[src/acq_cfg.svh]
// register offsets, field positions, reset values and trigger position counts
`ifndef ACQ_CFG_SVH
`define ACQ_CFG_SVH

`define ADDR_CTRL        8'h00
`define ADDR_MAIN_DELAY  8'h04
`define ADDR_AUX_DELAY   8'h08
`define ADDR_STATUS      8'h0c
`define ADDR_IRQ_STAT    8'h10
`define ADDR_IRQ_MASK    8'h14
`define ADDR_EV_COUNT    8'h18
`define ADDR_REMAIN      8'h1c

`define CTRL_START       0
`define CTRL_STOP        1
`define CTRL_HAS_MAIN    2
`define CTRL_HAS_AUX     3
`define CTRL_AUX_MODE    5:4
`define CTRL_MAIN_POS    7:6
`define CTRL_AUX_POS     9:8
`define CTRL_W           10
`define CTRL_WMASK       10'h3fc

`define IRQ_RUN_END      0
`define IRQ_MAIN_TRIG    1
`define IRQ_AUX_TRIG     2
`define IRQ_MAIN_DONE    3
`define IRQ_AUX_DONE     4
`define IRQ_W            5

`define CTRL_RST         10'h000
`define DELAY_RST        16'h0000
`define IRQ_RST          5'h00
`define COUNT_RST        16'h0000

`define POST_BEFORE      16'h00f0
`define POST_CENTER      16'h0080
`define POST_AFTER       16'h0010

`define HRESP_OKAY       1'b0

`endif

[src/acq_pkg.sv]
// shared types of the acquisition run control
package acq_pkg;
    typedef enum logic [1:0] {AUX_SYNC, AUX_RISE, AUX_FALL, AUX_RSVD} aux_mode_t;
    typedef enum logic [1:0] {POS_BEFORE, POS_CENTER, POS_AFTER, POS_DELAYED} trig_pos_t;
    typedef enum logic {RUN_IDLE, RUN_ACTIVE} run_state_t;
endpackage

[src/acq_run_ctrl.sv]
// run/stop control of a two-section acquisition with an AHB-Lite register slave
//
// The AHB-Lite slave port and the placing of the registers were decided locally.
`timescale 1ns/1ps
`include "acq_cfg.svh"
module acq_run_ctrl #(
    parameter int DW = 16,
    parameter int CW = 16
) (
    // clock and reset
    input  wire logic          ref_clk,
    input  wire logic          rst,
    // AHB-Lite slave
    input  wire logic          hsel,
    input  wire logic [31:0]   haddr,
    input  wire logic [1:0]    htrans,
    input  wire logic          hwrite,
    input  wire logic [2:0]    hsize,
    input  wire logic [31:0]   hwdata,
    input  wire logic          hready,
    output logic [31:0]        hrdata,
    output logic               hreadyout,
    output logic               hresp,
    // sequencer and recogniser side
    input  wire logic          qual_tick,
    input  wire logic          main_trig_cmd,
    input  wire logic          aux_trig_cmd,
    input  wire logic          direct_test_jump,
    input  wire logic          count_event,
    input  wire logic          aux_wr,
    input  wire logic          aux_sample_tick,
    // run outputs
    output logic               running,
    output logic               acq_enable,
    output logic               counters_run,
    output logic               main_capture_en,
    output logic               aux_capture_en,
    output logic               main_keep,
    output logic               aux_keep,
    output logic               irq
);

    ////////////////////////////////////////////////////////////////////////////////
    // bus slave

    logic [7:0]             addr_q;
    logic                   wr_pend;
    logic                   rd_wait;
    logic [`CTRL_W-1:0]     ctrl;
    logic [DW-1:0]          main_delay;
    logic [DW-1:0]          aux_delay;
    logic [`IRQ_W-1:0]      irq_stat;
    logic [`IRQ_W-1:0]      irq_mask;
    logic [CW-1:0]          ev_count;
    wire                    addr_phase;
    wire                    wr_ctrl;
    wire                    wr_main_delay;
    wire                    wr_aux_delay;
    wire                    wr_irq_stat;
    wire                    wr_irq_mask;
    wire [31:0]             rd_mux;
    wire [31:0]             status_word;

    // hsize is not checked: only whole-word transfers are supported
    assign addr_phase    = hsel && hready && htrans[1];
    assign wr_ctrl       = wr_pend && (addr_q == `ADDR_CTRL);
    assign wr_main_delay = wr_pend && (addr_q == `ADDR_MAIN_DELAY);
    assign wr_aux_delay  = wr_pend && (addr_q == `ADDR_AUX_DELAY);
    assign wr_irq_stat   = wr_pend && (addr_q == `ADDR_IRQ_STAT);
    assign wr_irq_mask   = wr_pend && (addr_q == `ADDR_IRQ_MASK);
    // reads wait one cycle so a write just before is already visible
    assign hreadyout     = !rd_wait;
    assign hresp         = `HRESP_OKAY;

    always_ff @(posedge ref_clk) begin
        if (rst) begin
            wr_pend <= 1'b0;
            rd_wait <= 1'b0;
            addr_q  <= 8'h00;
        end else begin
            wr_pend <= addr_phase && hwrite;
            rd_wait <= addr_phase && !hwrite;
            if (addr_phase) begin
                addr_q <= {haddr[7:2], 2'b00};
            end
        end
    end

    always_ff @(posedge ref_clk) begin
        if (rst) begin
            hrdata <= 32'h0000_0000;
        end else if (rd_wait) begin
            hrdata <= rd_mux;
        end
    end

    always_ff @(posedge ref_clk) begin
        if (rst) begin
            ctrl       <= `CTRL_RST;
            main_delay <= DW'(`DELAY_RST);
            aux_delay  <= DW'(`DELAY_RST);
            irq_mask   <= `IRQ_RST;
        end else begin
            if (wr_ctrl) begin
                ctrl <= hwdata[`CTRL_W-1:0] & `CTRL_WMASK;
            end
            if (wr_main_delay) begin
                main_delay <= hwdata[DW-1:0];
            end
            if (wr_aux_delay) begin
                aux_delay <= hwdata[DW-1:0];
            end
            if (wr_irq_mask) begin
                irq_mask <= hwdata[`IRQ_W-1:0];
            end
        end
    end

    ////////////////////////////////////////////////////////////////////////////////
    // run state

    acq_pkg::run_state_t    state;
    acq_pkg::run_state_t    next_state;
    wire                    has_main;
    wire                    has_aux;
    wire                    start_req;
    wire                    stop_req;
    wire                    start_go;
    wire                    complete;
    wire                    run_end;
    wire                    main_trig_live;
    wire                    aux_cmd_live;
    wire                    aux_fire;
    wire                    aux_armed;
    wire                    aux_async;
    wire                    aux_tick;
    wire                    main_triggered;
    wire                    main_done;
    wire                    aux_triggered;
    wire                    aux_done;
    wire [DW-1:0]           main_remain;
    wire [DW-1:0]           aux_remain;
    wire acq_pkg::aux_mode_t aux_mode;

    assign has_main  = ctrl[`CTRL_HAS_MAIN];
    assign has_aux   = ctrl[`CTRL_HAS_AUX];
    assign aux_mode  = acq_pkg::aux_mode_t'(ctrl[`CTRL_AUX_MODE]);
    assign start_req = wr_ctrl && hwdata[`CTRL_START];
    assign stop_req  = wr_ctrl && hwdata[`CTRL_STOP];
    assign running   = (state == acq_pkg::RUN_ACTIVE);
    assign start_go  = !running && (start_req || direct_test_jump);
    // a program with no trigger command never completes on its own
    assign complete  = (has_main || has_aux) && (!has_main || main_done)
                       && (!has_aux || aux_done);
    assign run_end   = running && (stop_req || complete);

    always_comb begin
        next_state = state;
        case (state)
            acq_pkg::RUN_IDLE: begin
                if (start_go) begin
                    next_state = acq_pkg::RUN_ACTIVE;
                end
            end
            acq_pkg::RUN_ACTIVE: begin
                if (run_end) begin
                    next_state = acq_pkg::RUN_IDLE;
                end
            end
            default: begin
                next_state = acq_pkg::RUN_IDLE;
            end
        endcase
    end

    always_ff @(posedge ref_clk) begin
        if (rst) begin
            state <= acq_pkg::RUN_IDLE;
        end else begin
            state <= next_state;
        end
    end

    // acq_enable and counters_run run for the whole run, trigger or not; a capture enable also needs its keep and drops at its section's done
    assign acq_enable   = running;
    assign counters_run = running;
    assign main_keep    = has_main || !has_aux;
    assign aux_keep     = has_aux;
    assign main_capture_en = running && main_keep && !main_done;
    assign aux_capture_en  = running && aux_keep && !aux_done;

    ////////////////////////////////////////////////////////////////////////////////
    // sections

    // a command from a test never reached simply never arrives here
    assign main_trig_live = running && has_main && main_trig_cmd;
    assign aux_cmd_live   = running && has_aux && aux_trig_cmd;
    assign aux_tick       = aux_async ? aux_sample_tick : qual_tick;

    post_delay #(.W(DW)) u_main_delay (
        .ref_clk   (ref_clk),
        .rst       (rst),
        .clear     (start_go),
        .trig      (main_trig_live),
        .tick      (qual_tick && running),
        .pos       (acq_pkg::trig_pos_t'(ctrl[`CTRL_MAIN_POS])),
        .delay_cnt (main_delay),
        .triggered (main_triggered),
        .done      (main_done),
        .remain    (main_remain)
    );

    aux_trigger u_aux_trig (
        .ref_clk     (ref_clk),
        .rst         (rst),
        .clear       (start_go),
        .enable      (running),
        .cmd         (aux_cmd_live),
        .mode        (aux_mode),
        .wr          (aux_wr),
        .sample_tick (aux_sample_tick),
        .fire        (aux_fire),
        .armed       (aux_armed),
        .is_async    (aux_async)
    );

    post_delay #(.W(DW)) u_aux_delay (
        .ref_clk   (ref_clk),
        .rst       (rst),
        .clear     (start_go),
        .trig      (aux_fire),
        .tick      (aux_tick && running),
        .pos       (acq_pkg::trig_pos_t'(ctrl[`CTRL_AUX_POS])),
        .delay_cnt (aux_delay),
        .triggered (aux_triggered),
        .done      (aux_done),
        .remain    (aux_remain)
    );

    always_ff @(posedge ref_clk) begin
        if (rst || start_go) begin
            ev_count <= CW'(`COUNT_RST);
        end else if (running && count_event) begin
            ev_count <= ev_count + 1'b1;
        end
    end

    ////////////////////////////////////////////////////////////////////////////////
    // interrupts and read mux

    logic                   main_done_q;
    logic                   aux_done_q;
    wire [`IRQ_W-1:0]       irq_event;

    always_ff @(posedge ref_clk) begin
        if (rst) begin
            main_done_q <= 1'b0;
            aux_done_q  <= 1'b0;
        end else begin
            main_done_q <= main_done;
            aux_done_q  <= aux_done;
        end
    end

    assign irq_event[`IRQ_RUN_END]   = run_end;
    assign irq_event[`IRQ_MAIN_TRIG] = main_trig_live && !main_triggered;
    assign irq_event[`IRQ_AUX_TRIG]  = aux_fire && !aux_triggered;
    assign irq_event[`IRQ_MAIN_DONE] = main_done && !main_done_q;
    assign irq_event[`IRQ_AUX_DONE]  = aux_done && !aux_done_q;

    // a new event wins over a write-one-to-clear in the same cycle
    genvar gi;
    generate
        for (gi = 0; gi < `IRQ_W; gi = gi + 1) begin : g_irq
            always_ff @(posedge ref_clk) begin
                if (rst) begin
                    irq_stat[gi] <= 1'b0;
                end else begin
                    irq_stat[gi] <= irq_event[gi]
                                    || (irq_stat[gi] && !(wr_irq_stat && hwdata[gi]));
                end
            end
        end
    endgenerate

    assign irq = |(irq_stat & irq_mask);

    assign status_word = 32'({aux_armed, aux_done, aux_triggered,
                              main_done, main_triggered, running});
    assign rd_mux = (addr_q == `ADDR_CTRL)       ? 32'(ctrl)       :
                    (addr_q == `ADDR_MAIN_DELAY) ? 32'(main_delay) :
                    (addr_q == `ADDR_AUX_DELAY)  ? 32'(aux_delay)  :
                    (addr_q == `ADDR_STATUS)     ? status_word     :
                    (addr_q == `ADDR_IRQ_STAT)   ? 32'(irq_stat)   :
                    (addr_q == `ADDR_IRQ_MASK)   ? 32'(irq_mask)   :
                    (addr_q == `ADDR_EV_COUNT)   ? 32'(ev_count)   :
                    (addr_q == `ADDR_REMAIN)     ? {16'(aux_remain), 16'(main_remain)} :
                    32'h0000_0000;
endmodule

[src/post_delay.sv]
// post-trigger delay countdown of one capture section
`timescale 1ns/1ps
`include "acq_cfg.svh"
module post_delay #(
    parameter int W = 16
) (
    // clock and reset
    input  wire logic              ref_clk,
    input  wire logic              rst,
    // control
    input  wire logic              clear,
    input  wire logic              trig,
    input  wire logic              tick,
    input  wire acq_pkg::trig_pos_t pos,
    input  wire logic [W-1:0]      delay_cnt,
    // state
    output logic                   triggered,
    output logic                   done,
    output logic [W-1:0]           remain
);

    wire [W-1:0] load_val;

    assign load_val = (pos == acq_pkg::POS_BEFORE) ? W'(`POST_BEFORE) :
                      (pos == acq_pkg::POS_CENTER) ? W'(`POST_CENTER) :
                      (pos == acq_pkg::POS_AFTER)  ? W'(`POST_AFTER)  : delay_cnt;

    // a second trigger is ignored: the first one fixes the window
    always_ff @(posedge ref_clk) begin
        if (rst || clear) begin
            triggered <= 1'b0;
            remain    <= W'(`DELAY_RST);
        end else if (trig && !triggered) begin
            triggered <= 1'b1;
            remain    <= load_val;
        end else if (triggered && tick && remain != W'(`DELAY_RST)) begin
            remain    <= remain - 1'b1;
        end
    end

    assign done = triggered && (remain == W'(`DELAY_RST));

endmodule

[src/aux_trigger.sv]
// auxiliary section trigger: direct in sync mode, armed edge in async mode
`timescale 1ns/1ps
module aux_trigger (
    // clock and reset
    input  wire logic              ref_clk,
    input  wire logic              rst,
    // control
    input  wire logic              clear,
    input  wire logic              enable,
    input  wire logic              cmd,
    input  wire acq_pkg::aux_mode_t mode,
    // event recogniser
    input  wire logic              wr,
    input  wire logic              sample_tick,
    // result
    output logic                   fire,
    output logic                   armed,
    output logic                   is_async
);

    logic wr_prev;
    wire  rise;
    wire  fall;
    wire  edge_hit;

    assign is_async = (mode == acq_pkg::AUX_RISE) || (mode == acq_pkg::AUX_FALL);
    assign rise     = sample_tick && wr && !wr_prev;
    assign fall     = sample_tick && !wr && wr_prev;
    assign edge_hit = (mode == acq_pkg::AUX_RISE) ? rise : fall;
    // an edge in the arming cycle itself does not count: arming comes first
    assign fire     = enable && (is_async ? (armed && edge_hit) : cmd);

    always_ff @(posedge ref_clk) begin
        if (rst) begin
            wr_prev <= 1'b0;
        end else if (sample_tick) begin
            wr_prev <= wr;
        end
    end

    always_ff @(posedge ref_clk) begin
        if (rst || clear) begin
            armed <= 1'b0;
        end else begin
            armed <= (armed && !fire) || (enable && is_async && cmd);
        end
    end

endmodule

[config.mk]
export PLATFORM = sky130hd
export DESIGN_NAME = acq_run_ctrl
export DESIGN_NICKNAME = d
export VERILOG_FILES = /design/src/acq_pkg.sv /design/src/acq_run_ctrl.sv /design/src/post_delay.sv /design/src/aux_trigger.sv
export VERILOG_INCLUDE_DIRS = /design/src
export SDC_FILE = /design/constraint.sdc
export NUM_CORES = 1
export LEC_CHECK = 0
export BUFFER_PORTS_ARGS = -buffer_cell sky130_fd_sc_hd__buf_2
export CORE_UTILIZATION = 45
export CTS_BUF_LIST = sky130_fd_sc_hd__clkbuf_8
export DETAILED_ROUTE_END_ITERATION = 8
export PLACE_DENSITY = 0.74
export SLEW_MARGIN = 20
export SYNTH_ARGS = -nofsm -noshare
export SYNTH_HDL_FRONTEND = slang
export SYNTH_HIERARCHICAL = 1
export SYNTH_SLANG_ARGS = --single-unit
[constraint.sdc]
create_clock -name ref_clk -period 5.55 [get_ports ref_clk]
set_input_delay 0.2775 -clock ref_clk [delete_from_list [all_inputs] [get_ports ref_clk]]
set_output_delay 0.2775 -clock ref_clk [all_outputs]
set_load 0.02 [all_outputs]
==> results of run 1 <==
-- path summary, 6_finish.rpt --
kind           startpoint               endpoint  slack [ns]  depth (start not counted)
min reg2reg  ev_count[15]           ev_count[15]        0.48                          2
max reg2reg       ctrl[5]  u_aux_delay/remain[1]        2.17                         10
min              haddr[7]              addr_q[7]        0.05                          3
max               ctrl[5]  u_aux_delay/remain[1]        2.17                         10
-- stage by stage --
stage,instances,hold WS (ns),power [mW],setup slack (ns)
after floorplan,882,0.350,1.17,2.70
after global placement,1120,0.460,1.22,2.05
after detailed placement,1120,0.469,1.22,2.00
after CTS,1153,0.0391,2.05,1.96
after global routing,1153,0.0420,2.11,1.92
final,1153,0.0497,2.04,2.17
-- cells in the mapped netlist (4+ instances only) --
cell type / n / area [um2]
a211oi_1: 19 / 143
a21o_1: 4 / 30.0
a21oi_1: 76 / 380
a221oi_1: 10 / 87.6
a222oi_1: 8 / 80.1
a22o_1: 7 / 61.3
a22oi_1: 29 / 218
a31oi_1: 12 / 75.1
and2_1: 6 / 37.5
and3_1: 15 / 93.8
buf_2: 13 / 65.1
clkbuf_1: 35 / 131
dfxtp_1: 145 / 2900
ha_1: 4 / 50.1
inv_1: 19 / 71.3
mux2_2: 8 / 90.1
mux2i_1: 16 / 160
nand2_1: 116 / 435
nand2b_1: 11 / 68.8
nand3_1: 37 / 185
nand4_1: 10 / 62.6
nor2_1: 76 / 285
nor2b_1: 9 / 56.3
nor3_1: 16 / 80.1
nor3_2: 6 / 60.1
nor3b_1: 4 / 30.0
nor4_1: 6 / 37.5
o211ai_1: 9 / 67.6
o21ai_0: 26 / 130
o22ai_1: 6 / 37.5
o311ai_0: 6 / 52.6
o31ai_1: 11 / 82.6
or3_1: 9 / 56.3
or3b_2: 4 / 35.0
or4_1: 7 / 52.6
xnor2_1: 9 / 78.8
xor2_1: 10 / 87.6
-- state kept, by name, indices dropped and copies added (netlist names), 5 cells and up --
register,count
main_delay,16
ctrl,8
addr_q,6
hrdata,32
irq_mask,5
irq_stat,5
u_aux_delay/remain,16
aux_delay,16
ev_count,16
u_main_delay/remain,16
-- power by group --
part / leakage (nW) / internal (mW) / switching, mW
Combinational: 1.61 / 0.0442 / 0.0931
Clock: 0.200 / 0.423 / 0.421
Sequential: 1.17 / 1.05 / 0.0137
-- layout make-up --
cell class | count | area (um2) | area share
multi-input cells | 661 | 4100 | 0.502
flip-flops and latches | 145 | 2900 | 0.356
repair buffers | 80 | 415 | 0.0509
well taps | 216 | 270 | 0.0331
clock buffers | 19 | 262 | 0.0321
clock inverters | 13 | 136 | 0.0167
inverters | 19 | 71.3 | 0.00875
-- timing repair --
| item | in CTS | in global routing |
|---|---|---|
| hold endpoints to repair | 1 | 0 |
| resized for setup | 0 | 0 |
| hold buffers | 1 | 0 |
| setup buffers | 0 | 0 |
-- worst min-delay path: stages --
cell,delay [ns]
buf_2,0.07
mux2i_1,0.05
nor2_1,0.07
-- routing by layer --
| layer | global-route usage | vias to the layer above |
|---|---|---|
| li1 | - | 3328 |
| met1 | 0.374 | 3352 |
| met2 | 0.364 | 298 |
| met3 | 0.0462 | 42 |
| met4 | 0.103 | 0 |
| met5 | 0 | - |
-- kinds of logic after synthesis --
| kind of cell | after synthesis | share of synthesized area |
|---|---|---|
| compound gates | 249 | 0.230 |
| xor+xnor | 19 | 0.0227 |
| fa+ha+maj | 4 | 0.00683 |
| buf+inv | 76 | 0.0460 |
| flops | 145 | 0.396 |
| mux | 24 | 0.0342 |
| other cells | 1 | 0.000512 |
| simple gates | 364 | 0.263 |
==> impl_metrics.py, run 1 <==
metrics = {
    "run_status": {
        "status": "completed",
    },
    "setup_path": {
        "cpMaxStageDelayCell": "nor2b_1",
        "crit_path_max_fanout": 12,
        "cp-end-kind": "flip-flop",
        "path_class": "reg2reg",
        "worstPathRequired_ns": 5.93,
        "cp_cell_sequence": "inv_1 > ha_1 > or3b_1 > a211oi_2 > o2bb2ai_1 > nor2b_1 > nor2_1 > a31oi_2 > a2bb2oi_1 > nor3b_1",
        "cp.arrival_ns": 3.76,
        "start_kind": "flip-flop",
        "critical-path-max-stage-delay_ns": 0.65,
        "crit_family": "simple AND/OR/NAND/NOR gates",
        "path_buf_inv": 1,
    },
    "timing": {
        "max_freq_mhz": 296,
        "fin_crit_sh": 0.608,
        "rsz0062_at_grt": "no",
        "worst_pin_slew_ns": 1.17,
        "fin_crit_ns": 3.38,
        "drv_slew": 0,
        "hold_violations": 0,
        "tns_ns": 0,
        "setup_viol": 0,
        "maxSlewHeadroom": 0.214,
        "finalClockSkew_ns": 0.0130,
    },
    "routing": {
        "drtAntennaViolNets": 0,
        "drcViolationCount": 0,
        "drt_pass1_iterations": 7,
        "vias": 7020,
        "drtIter0Drc": 704,
        "met2_wirelength_um": 9090,
        "viasPerCell": 6.09,
        "wl_met3_um": 1470,
        "totalWireLength_um": 21100,
        "top_layer_used": "met4",
        "wire_per_inst_um": 18.3,
        "wl_met1_um": 9970,
    },
    "grt": {
        "grt_pass1_vias": 6120,
        "grt_first_pass_wirelength_um": 32800,
        "grt_max_degree": 54,
        "antenna_found_initial": 0,
        "grtUsageTotal": 0.255,
        "globalRouteOverflowTotal": 0,
    },
    "finish": {
        "final_common_cell": "dfxtp_1",
        "antennaDiodeCount": 0,
        "layout_common_cells": "dfxtp_1, nand2_1, nor2_1, a21oi_1, buf_2",
        "synthToLayoutAreaGrowth_pct": 11.3,
        "num-nets-final": 1009,
        "fin_area_mm2": 0.00816,
        "drive_gt1_frac": 0.168,
        "nFillCells": 1555,
        "post-route-util": 0.513,
    },
    "clocking": {
        "cts_max_level": 4,
        "cts_max_path_buffers": 2,
        "cts.sinks": 145,
        "cts_root_buf": "clkbuf_8",
        "cts_buffers": 17,
        "path_clk_slew_ns": 0.09,
        "cts_tree": "done",
        "clock_latency_ns": 0.46,
    },
    "floorplan": {
        "die_height_um": 130,
        "dieArea_mm2": 0.0168,
        "core_region_area_mm2": 0.0159,
        "fp.dieW_um": 130,
        "ioPinCount": 123,
        "start_util": 0.461,
        "rows": 46,
    },
    "synth": {
        "yosysSeqAreaShare": 0.396,
        "synth_ff_type": "dfxtp_1",
        "synth_cell_types": 76,
        "synth_cells": 882,
        "syn_avg_cell_area_um2": 8.30,
        "ys.warnings.count": 6,
        "synth_edf_count": 0,
        "synth_area_mm2": 0.00732,
        "synth_nets": 967,
        "synth_seq_cells": 145,
        "async_flop_share": 0,
    },
    "place": {
        "dpl.hpwl_um": 15300,
        "gp_congestion": 0.948,
        "placed_area_mm2": 0.00774,
        "port_buffers": 75,
    },
    "hold_path": {
        "min_path_type": "in2reg",
    },
    "job": {
        "maxCapViolations": 0,
    },
    "pwr": {
        "leakagePower_nw": 2.98,
        "pwr_density_cell_mw_per_mm2": 250,
        "irDropWorstVdd_uv": 253,
    },
}
Note: power is estimated with default switching activity, not from simulation.
==> run 2: changes to the inputs <==
==> constraint.sdc (replaced) <==
create_clock -name ref_clk -period 3.5 [get_ports ref_clk]
set_input_delay 0.175 -clock ref_clk [delete_from_list [all_inputs] [get_ports ref_clk]]
set_output_delay 0.175 -clock ref_clk [all_outputs]
set_load 0.02 [all_outputs]
==> run 2 against run 1 <==
Compared with the run above:
- register-to-register slack worse by 1.8 ns
- first-iteration DRC count up 30%
- cell count up 3.1%
- flip-flop and latch count unchanged
- fmax up 9.5%
- via count up 2.4%
- clock power up 50%
- critical path depth unchanged
- combinational power up 81%
- non-clock buffer count up 36
- clock skew down 0.0010 ns
- die area unchanged
- critical endpoint is now u_aux_delay/remain[6]
- largest power group unchanged
==> impl_metrics.py, run 2 (synthesis gave the netlist of run 1 again) <==
metrics = {
    "floorplan": {
        "die_height_um": 130,
        "ioPinCount": 123,
        "rows": 46,
        "fp.dieW_um": 130,
        "core_region_area_mm2": 0.0159,
        "start_util": 0.461,
        "dieArea_mm2": 0.0168,
    },
    "timing": {
        "setup_viol": 0,
        "rsz0062_at_grt": "no",
        "fin_crit_sh": 0.881,
        "maxSlewHeadroom": 0.296,
        "worst_pin_slew_ns": 1.06,
        "max_freq_mhz": 324,
        "fin_crit_ns": 3.08,
        "tns_ns": 0,
        "finalClockSkew_ns": 0.0120,
        "hold_violations": 0,
        "drv_slew": 0,
        "holdWs_ns": 0.122,
    },
    "setup_path": {
        "crit_path_max_fanout": 14,
        "cp.arrival_ns": 3.46,
        "reg2reg_depth": 10,
        "cp-end-kind": "flip-flop",
        "ff2ff_setup_slack_ns": 0.42,
        "path_class": "reg2reg",
        "rr_endpoint": "u_aux_delay/remain[6]",
        "worstPathRequired_ns": 3.88,
        "reg2reg_from": "ctrl[5]",
        "start_kind": "flip-flop",
    },
    "pwr": {
        "finalPower_mw": 3.20,
        "irDropWorstVdd_uv": 299,
        "leakagePower_nw": 3.13,
        "pwr_density_cell_mw_per_mm2": 378,
    },
    "clocking": {
        "cts.sinks": 145,
        "cts_max_level": 4,
        "clock_latency_ns": 0.47,
        "post_cts_buffers": 0,
        "cts_tree": "done",
        "cts_root_buf": "clkbuf_8",
        "cts_max_path_buffers": 2,
        "cts_buffers": 17,
        "path_clk_slew_ns": 0.09,
    },
    "finish": {
        "nFillCells": 1532,
        "antennaDiodeCount": 0,
        "synthToLayoutAreaGrowth_pct": 15.4,
        "multi_input_area_mm2": 0.00409,
        "regArea_mm2": 0.00290,
        "final_common_cell": "dfxtp_1",
        "num-nets-final": 1045,
        "drive_gt1_frac": 0.170,
        "top_register": "hrdata",
        "layout_common_cells": "dfxtp_1, nand2_1, nor2_1, a21oi_1, buf_2",
        "largest_reg_flops": 32,
    },
    "hold_path": {
        "hold_end": "u_aux_trig/armed",
        "min_path_type": "in2reg",
        "hold_start": "aux_sample_tick",
        "hold_path_depth": 4,
    },
    "job": {
        "maxCapViolations": 0,
    },
    "routing": {
        "wire_per_inst_um": 18.2,
        "drcViolationCount": 0,
        "drt_pass1_iterations": 9,
        "vias": 7185,
        "drtAntennaViolNets": 0,
        "viasPerCell": 6.04,
        "totalWireLength_um": 21700,
        "drtIter0Drc": 917,
    },
    "grt": {
        "globalRouteOverflowTotal": 0,
        "antenna_found_initial": 0,
        "grt_first_pass_wirelength_um": 34500,
        "grt_pass1_vias": 6441,
        "grtUsageTotal": 0.268,
        "grt_max_degree": 47,
    },
    "place": {
        "dpl.hpwl_um": 15400,
        "gp_congestion": 0.950,
        "port_buffers": 75,
    },
    "run_status": {
        "status": "completed",
    },
}
run 2: changes by cell type in the layout (fill, tap and decap cells not counted), moves of 2 or more:
cell	before	now
clkinv_4	2	0
dlygate4sd3_1	1	26
inv_1	20	22
buf_4	4	15
run 2: per-layer routing:
| metal | wire, um | up-vias | track usage | share of wire |
|---|---|---|---|---|
| met4 | 610 | 0 | 0.117 | 0.028 |
| li1 | - | 3408 | - | - |
| met3 | 1850 | 51 | 0.0508 | 0.085 |
| met1 | 9840 | 3394 | 0.377 | 0.45 |
| met2 | 9370 | 332 | 0.396 | 0.43 |
| met5 | 0 | - | 0 | 0 |
run 2: layout make-up:
| cell class | count | share of cell area |
|---|---|---|
| multi-input cells | 661 | 0.484 |
| flip-flops and latches | 145 | 0.343 |
| repair buffers | 116 | 0.0885 |
| clock buffers | 20 | 0.0326 |
| well taps | 216 | 0.0320 |
| clock inverters | 12 | 0.0110 |
| inverters | 19 | 0.00844 |
run 2: per-stage QoR:
step | std cells | util | setup WS, ns | instance area [um2]
after CTS | 1189 | 0.532 | 0.538 | 8450
after detailed placement | 1131 | 0.493 | 0.571 | 7820
after global placement | 1131 | 0.493 | 0.657 | 7820
final | 1189 | 0.532 | 0.416 | 8450
after global routing | 1189 | 0.532 | 0.340 | 8450
after floorplan | 882 | - | 0.652 | 7320
run 2: worst max path at each step:
| stage | from | end | slack, ns | depth (start not counted) |
|---|---|---|---|---|
| after global placement | ctrl[5] | u_aux_delay/remain[6] | 0.66 | 10 |
| after global routing | ctrl[5] | u_aux_delay/remain[12] | 0.34 | 10 |
| after CTS | ctrl[5] | u_aux_delay/remain[6] | 0.54 | 10 |
| after detailed placement | ctrl[5] | u_aux_delay/remain[6] | 0.57 | 10 |
| after floorplan | acq_enable | u_aux_delay/remain[6] | 0.65 | 12 |
| final | ctrl[5] | u_aux_delay/remain[6] | 0.42 | 10 |
run 2: critical path, cell delays in order (launching register included):
cell	delay, ns
dfxtp_1	0.44
inv_1	0.07
ha_1	0.20
or3b_1	0.36
a211oi_2	0.24
o2bb2ai_1	0.26
or2b_2	0.47
a31oi_1	0.46
buf_4	0.26
nor2_1	0.05
o21a_1	0.16
run 2: where the power goes:
part | total, mW | leakage, nW | internal, mW | switching, mW
combinational | 0.248 | 1.77 | 0.0925 | 0.155
sequential | 1.68 | 1.17 | 1.66 | 0.0175
clock | 1.27 | 0.195 | 0.606 | 0.666
run 2: what timing repair did:
action / CTS / global route
gates resized for setup: 0 / 0
hold endpoints to repair: 44 / 0
hold buffers: 26 / 0
